`src/design/fsf_pkg.sv`:
```
/*
  Constants, register map and carrier types for the FIFO status block.
  Assumes one 40 MHz clock and a plain register port of 32-bit words.
*/
package fsf_pkg;

  // ==========================================================================
  // Geometry and thresholds
  // ==========================================================================
  localparam int          DATA_W    = 8;
  localparam int          DEPTH     = 16;
  localparam int          PTR_W     = 4;
  localparam int          CNT_W     = 5;
  localparam logic [4:0]  DEPTH_CNT = 5'h10;
  localparam logic [4:0]  AFULL_THR = 5'h0C;
  localparam logic [4:0]  AEMPTY_THR = 5'h04;

  // ==========================================================================
  // Register map, byte addresses
  // ==========================================================================
  localparam logic [7:0]  ADDR_CTRL     = 8'h00;
  localparam logic [7:0]  ADDR_STATUS   = 8'h04;
  localparam logic [7:0]  ADDR_IRQ_STAT = 8'h08;
  localparam logic [7:0]  ADDR_IRQ_MASK = 8'h0C;

  localparam int          CTRL_UDF_BIT = 0;
  localparam int          CTRL_OVF_BIT = 1;
  localparam int          CTRL_INJ_BIT = 2;
  localparam logic [2:0]  CTRL_RST     = 3'h3;

  localparam int          IRQ_UDF_BIT   = 0;
  localparam int          IRQ_OVF_BIT   = 1;
  localparam int          IRQ_ECC_BIT   = 2;
  localparam int          IRQ_AFULL_BIT = 3;
  localparam int          IRQ_W         = 4;
  localparam logic [3:0]  IRQ_RST       = 4'h0;

  // ==========================================================================
  // Error status codes
  // ==========================================================================
  localparam logic [1:0]  ECC_OK     = 2'h0;
  localparam logic [1:0]  ECC_FIXED  = 2'h2;
  localparam logic [1:0]  ECC_UNCORR = 2'h3;

  // ==========================================================================
  // Carrier types
  // ==========================================================================
  typedef struct packed {
    logic             full;
    logic             almostFull;
    logic             empty;
    logic             almostEmpty;
    logic [CNT_W-1:0] used;
  } fsf_stat_t;

  // Derives every flag from one word count.
  function automatic fsf_stat_t fsf_flags(input logic [CNT_W-1:0] cnt);
    fsf_stat_t s;
    s.full        = (cnt == DEPTH_CNT);
    s.almostFull  = (cnt >= AFULL_THR);
    s.empty       = (cnt == 5'h00);
    s.almostEmpty = (cnt < AEMPTY_THR);
    s.used        = cnt;
    return s;
  endfunction : fsf_flags

  localparam fsf_stat_t   STAT_RST = fsf_flags(5'h00);

endpackage : fsf_pkg

```
`src/design/fsf_fifo_status.sv`:
```
/*
  Single-clock FIFO with registered status flags, fill counts, a two-bit
  read error status and a small register port with interrupt.
  Assumes all inputs synchronous to clk and a master that keeps strobes one
  cycle long and never both at once.
*/
// Decided for this implementation: the address-and-strobe port and the register offsets.
`timescale 1ns/1ps
module fsf_fifo_status
  import fsf_pkg::*;
(
  input  wire logic               clk,
  input  wire logic               rstn,
  input  wire logic               sclr,
  input  wire logic               wrReq,
  input  wire logic [DATA_W-1:0]  wrData,
  input  wire logic               rdReq,
  input  wire logic [7:0]         regAddr,
  input  wire logic [31:0]        regWrData,
  input  wire logic               regWr,
  input  wire logic               regRd,
  output fsf_stat_t               stat_r,
  output logic                    wrEmpty_r,
  output logic [CNT_W-1:0]        wrUsed_r,
  output logic [DATA_W-1:0]       rdData_r,
  output logic [1:0]              eccStatus_r,
  output logic [31:0]             regRdData_r,
  output logic                    irq_r
);

  // ==========================================================================
  // Storage and pointers
  // ==========================================================================
  logic [DATA_W-1:0] mem [DEPTH];
  logic [DEPTH-1:0]  parity_r;
  logic [PTR_W-1:0]  wrPtr_r;
  logic [PTR_W-1:0]  rdPtr_r;
  logic [2:0]        ctrl_r;
  logic [IRQ_W-1:0]  irqStat_r;
  logic [IRQ_W-1:0]  irqMask_r;
  logic              wrOk;
  logic              rdOk;
  logic              udfHit;
  logic              ovfHit;
  logic              eccHit;
  logic              afullRise;
  logic [CNT_W-1:0]  cntNxt;
  fsf_stat_t         statNxt;
  logic [IRQ_W-1:0]  irqSet;
  logic [IRQ_W-1:0]  irqClr;

  assign rdOk   = rdReq && !(ctrl_r[CTRL_UDF_BIT] && stat_r.empty);
  assign wrOk   = wrReq && !(ctrl_r[CTRL_OVF_BIT] && stat_r.full);
  assign udfHit = rdReq && stat_r.empty;
  assign ovfHit = wrReq && stat_r.full;
  assign eccHit = rdOk && ((^mem[rdPtr_r]) != parity_r[rdPtr_r]);
  assign cntNxt = stat_r.used + {{(CNT_W-1){1'b0}}, wrOk} - {{(CNT_W-1){1'b0}}, rdOk};
  assign statNxt = fsf_flags(cntNxt);
  assign afullRise = statNxt.almostFull && !stat_r.almostFull;

  // The injection bit flips the low data bit of the next stored word while
  // the parity keeps the true value, so the read of it reports an error.
  always_ff @(posedge clk) begin
    if (wrOk) begin
      mem[wrPtr_r]      <= wrData ^ {{(DATA_W-1){1'b0}}, ctrl_r[CTRL_INJ_BIT]};
      parity_r[wrPtr_r] <= ^wrData;
    end
  end

  always_ff @(posedge clk or negedge rstn) begin
    if (!rstn) begin
      wrPtr_r <= '0;
      rdPtr_r <= '0;
    end else if (sclr) begin
      wrPtr_r <= '0;
      rdPtr_r <= '0;
    end else begin
      if (wrOk) begin
        wrPtr_r <= wrPtr_r + 4'h1;
      end
      if (rdOk) begin
        rdPtr_r <= rdPtr_r + 4'h1;
      end
    end
  end

  // ==========================================================================
  // Status flags and counts
  // ==========================================================================
  // Flags from next count.
  // Synchronous clear loads the reset flags on the next edge.
  always_ff @(posedge clk or negedge rstn) begin
    if (!rstn) begin
      stat_r <= STAT_RST;
    end else if (sclr) begin
      stat_r <= STAT_RST;
    end else begin
      stat_r <= statNxt;
    end
  end

  always_ff @(posedge clk or negedge rstn) begin
    if (!rstn) begin
      wrEmpty_r <= STAT_RST.empty;
      wrUsed_r  <= STAT_RST.used;
    end else if (sclr) begin
      wrEmpty_r <= STAT_RST.empty;
      wrUsed_r  <= STAT_RST.used;
    end else begin
      wrEmpty_r <= stat_r.empty;
      wrUsed_r  <= stat_r.used;
    end
  end

  // ==========================================================================
  // Read data and error status
  // ==========================================================================
  // Error code per read.
  always_ff @(posedge clk or negedge rstn) begin
    if (!rstn) begin
      rdData_r    <= '0;
      eccStatus_r <= ECC_OK;
    end else if (sclr) begin
      rdData_r    <= '0;
      eccStatus_r <= ECC_OK;
    end else if (rdOk) begin
      rdData_r    <= mem[rdPtr_r];
      eccStatus_r <= eccHit ? ECC_UNCORR : ECC_OK;
    end
  end

  // ==========================================================================
  // Register port and interrupt
  // ==========================================================================
  always_ff @(posedge clk or negedge rstn) begin
    if (!rstn) begin
      ctrl_r <= CTRL_RST;
    end else if (regWr && regAddr == ADDR_CTRL) begin
      ctrl_r <= regWrData[2:0];
    end else if (wrOk) begin
      ctrl_r[CTRL_INJ_BIT] <= 1'b0;
    end
  end

  always_ff @(posedge clk or negedge rstn) begin
    if (!rstn) begin
      irqMask_r <= IRQ_RST;
    end else if (regWr && regAddr == ADDR_IRQ_MASK) begin
      irqMask_r <= regWrData[IRQ_W-1:0];
    end
  end

  assign irqSet = {afullRise, eccHit, ovfHit, udfHit};
  assign irqClr = (regWr && regAddr == ADDR_IRQ_STAT) ? regWrData[IRQ_W-1:0] : '0;

  // A new event wins over a write-one clear in the same cycle.
  always_ff @(posedge clk or negedge rstn) begin
    if (!rstn) begin
      irqStat_r <= IRQ_RST;
    end else begin
      irqStat_r <= (irqStat_r & ~irqClr) | irqSet;
    end
  end

  always_ff @(posedge clk or negedge rstn) begin
    if (!rstn) begin
      irq_r <= 1'b0;
    end else begin
      irq_r <= |(irqStat_r & irqMask_r);
    end
  end

  always_ff @(posedge clk or negedge rstn) begin
    if (!rstn) begin
      regRdData_r <= 32'h0000_0000;
    end else if (regRd) begin
      case (regAddr)
        ADDR_CTRL:     regRdData_r <= {29'h0000_0000, ctrl_r};
        ADDR_STATUS:   regRdData_r <= {23'h00_0000, stat_r.used, stat_r.full,
                                       stat_r.almostFull, stat_r.empty,
                                       stat_r.almostEmpty};
        ADDR_IRQ_STAT: regRdData_r <= {28'h000_0000, irqStat_r};
        ADDR_IRQ_MASK: regRdData_r <= {28'h000_0000, irqMask_r};
        default:       regRdData_r <= 32'h0000_0000;
      endcase
    end else begin
      regRdData_r <= 32'h0000_0000;
    end
  end
endmodule : fsf_fifo_status

```
`config.mk`:
```
export PLATFORM = sky130hd
export DESIGN_NAME = fsf_fifo_status
export DESIGN_NICKNAME = d
export VERILOG_FILES = /design/src/design/fsf_pkg.sv /design/src/design/fsf_fifo_status.sv
export SDC_FILE = /design/constraint.sdc
export NUM_CORES = 1
export LEC_CHECK = 0
export BUFFER_PORTS_ARGS = -buffer_cell sky130_fd_sc_hd__clkbuf_2
export CORE_ASPECT_RATIO = 1.1
export CORE_UTILIZATION = 57
export CTS_CLUSTER_DIAMETER = 40
export DETAILED_ROUTE_END_ITERATION = 8
export GPL_TIMING_DRIVEN = 1
export PLACE_DENSITY = 0.83
export SLEW_MARGIN = 10
export SYNTH_ARGS = -nofsm -noshare
export SYNTH_HDL_FRONTEND = slang
export SYNTH_SLANG_ARGS = --single-unit
```
`constraint.sdc`:
```
create_clock -name clk -period 3.7 [get_ports clk]
set_input_delay 0.555 -clock clk [delete_from_list [all_inputs] [get_ports clk]]
set_output_delay 0.555 -clock clk [all_outputs]
set_load 0.03 [all_outputs]
```
==> run metrics <==
status completed; reg-to-reg endpoint eccStatus_r[0]; worst setup margin 0.6307 ns; Yosys reg bits 197; CP Cell Sequence mux4_1 -> mux4_2 -> xor2_1 -> xnor3_1 -> mux2i_1 -> a21oi_1; FF-to-FF setup slack 0.63 ns; DRC 0; CP Launch Type flop; worst flop-to-flop path startpoint rdPtr_r[0]; Worst Clk Skew 0.01089 ns; # IOs 113; post-route ant nets 0; pre-CTS setup slack 0.5905 ns; number of antenna diodes 0; yosys warns 0; Die Ht 127.9 microns; RSZ-0062 raised after global routing false; DRT Pass-1 Iters 5; cell area after synthesis 8215 sq um; GPL Wtd Cong 0.8341; share of layout cells above drive strength 1 0.2825; largest net degree at the start of global routing 32; maximum clock path buffer count 2; drt initial violations 397; Max-Slew Margin vs Limit 0.2657; Period Utilization, post-route 0.8295; syn avg cell area 16.80 sq um; Critical-path top delay cell dfrtp_2; fillers 924; FF-to-FF path depth 6; antenna violations before repair 0; WP data arrival 3.36 ns; row count 45; Setup CP Type reg2reg; Worst path max stage delay 0.75 ns; Hold Vio Cnt, Final 0; DR vias 4,387; share of the synthesized area in the top cell type 0.5263; Data required, critical path 3.99 ns; Die Span X 116.5 microns; CORE AREA 13,960 sq um; Max H-tree Level 4; P_leak 3.481 nW; min-delay worst type in2async; Max FO, Critical Path 18; grt total ovfl 0; placed cell areas 8712 sq um; Cell Pwr Density 559.3 nW/um^2; Synth Instances 489; sequential share of the synthesized area 0.6885; Fmax 0.3258 GHz; Setup TNS Final 0 ns; CTS Hold Buffers Added 0; Final setup viols 0; number of global-route vias before repair 4,507; Post-Route WL 15,740 microns; WL/cell 20.58 microns; slew at the pin with the worst max-slew slack 1.094 ns; area of the multi-input gates 2317 sq um; Tot Pwr 0.005193 W; post-route cell area 9285 sq um; Clk Latency, worst-skew pair 0.44 ns; total CTS buffers 17; wire length of the first global-routing pass 24,740 microns; CTS Sinks 197; most common cell after layout, fill and taps aside edfxtp_1; CTS clk-pin slew, worst paths 0.08 ns; post-CTS setup buffers 0; maximum VDD drop 0.3123 mV; Register Area 5658 sq um; CTS tree done; number of library cell types mapped by synthesis 45; top cells by area, synth edfxtp_1 53%, dfrtp_1 15%, mux4_2 10%; DP HPWL 10,600 microns; Starting Density 0.5884; commonest non-fill, non-tap cells in the layout 144 x edfxtp_1, 61 x clkbuf_2, 47 x dfrtp_1, 45 x nand2_1, 38 x mux4_2; die area 14,900 sq um; minimum clock period after layout 3.069 ns; Yosys top cell by area edfxtp_1; area grow syn2layout 13.02%; final net count 630; Resized Gates After CTS 0; drt via density 5.735; Port Buffer Count 61; total track usage 0.2340; count of final max-slew check failures 0; CP endpoint kind flop; clock root buffer clkbuf_16; max-cap viol count 0
## Yosys cell counts, drive strengths merged
library cell,number
nand3,9
fa,1
nor3,6
nand4,3
buf,31
clkinv,1
or4,1
clkbuf,13
mux2,7
nand2b,2
conb,1
o2bb2ai,1
xor2,8
or2,1
a21oi,14
ha,10
mux4,44
mux2i,1
a21o,2
a21boi,1
o21bai,1
nor2b,7
inv,14
nor2,22
a22oi,6
nor4,4
xnor2,15
nor3b,3
nand2,45
dfrtp,48
edfxtp,144
xnor3,1
and2,11
and3,3
dfstp,5
a22o,2
o21ai,1
## area by class of cell
cell class | instances | area share
Sequential cell | 197 | 0.6094
Multi-Input combinational cell | 255 | 0.2496
Timing Repair Buffer | 78 | 0.04797
Clock buffer | 17 | 0.04582
Tap cell | 188 | 0.02533
Clock inverter | 15 | 0.01590
Inverter | 15 | 0.006064
## flip-flops by register name, indices dropped and copies added (netlist names), 3 cells and up
signal / cells
mem: 128
parity_r: 16
regRdData_r: 9
stat_r: 9
rdData_r: 8
wrUsed_r: 5
irqMask_r: 4
irqStat_r: 4
rdPtr_r: 4
wrPtr_r: 4
ctrl_r: 3
## worst max-delay path by stage
stage                     slack (ns)             end        from
after floorplan                 0.82    irqStat_r[3]   stat_r[8]
after global placement          0.67    irqStat_r[3]       wrReq
after detailed placement        0.59    irqStat_r[3]       wrReq
after CTS                       0.61  eccStatus_r[0]  rdPtr_r[0]
after global routing            0.48    irqStat_r[3]   stat_r[8]
final                           0.63  eccStatus_r[0]  rdPtr_r[0]
## critical path, delay by kind of cell (launching register included)
kind                      cells  cell delay (ns)
muxes                         3             1.49
xor gates and xnor gates      2             0.58
AOI/OAI and AO/OA             1             0.10
DFF                           1             0.75
## logic make-up after synthesis
group	count (synthesis)	share of synthesized area
mux	52	0.1342
other cells	1	0.0004565
compound gates	28	0.02147
simple gates	117	0.06701
xor+xnor	24	0.02818
fa+ha+maj	11	0.01767
flops	197	0.6885
buf+inv	59	0.04249
## power by group
part           internal, W  total [W]  switching (W)
combinational     0.000332   0.000840       0.000509
clock             0.000942    0.00177       0.000832
sequential         0.00250    0.00258      0.0000828
## metal layers
layer | GRT usage | part of all wire | up-vias | wire length [microns]
met1 | 0.3010 | 0.41 | 2251 | 6451
met5 | 0 | 0 | - | 0
met4 | 0.08974 | 0.018 | 0 | 290
li1 | - | - | 1928 | -
met3 | 0.05485 | 0.057 | 25 | 902
met2 | 0.3867 | 0.51 | 183 | 8098
## metrics by stage
stage / hold WS, ns / util / std cells
floorplan: 0.2594 / - / 511
global placement: 0.4740 / 0.6239 / 733
detailed placement: 0.5027 / 0.6239 / 733
CTS: 0.1597 / 0.6650 / 765
global route: 0.1830 / 0.6650 / 765
finish: 0.1435 / 0.6650 / 765
No activity file was read; power rests on OpenSTA's default activity.
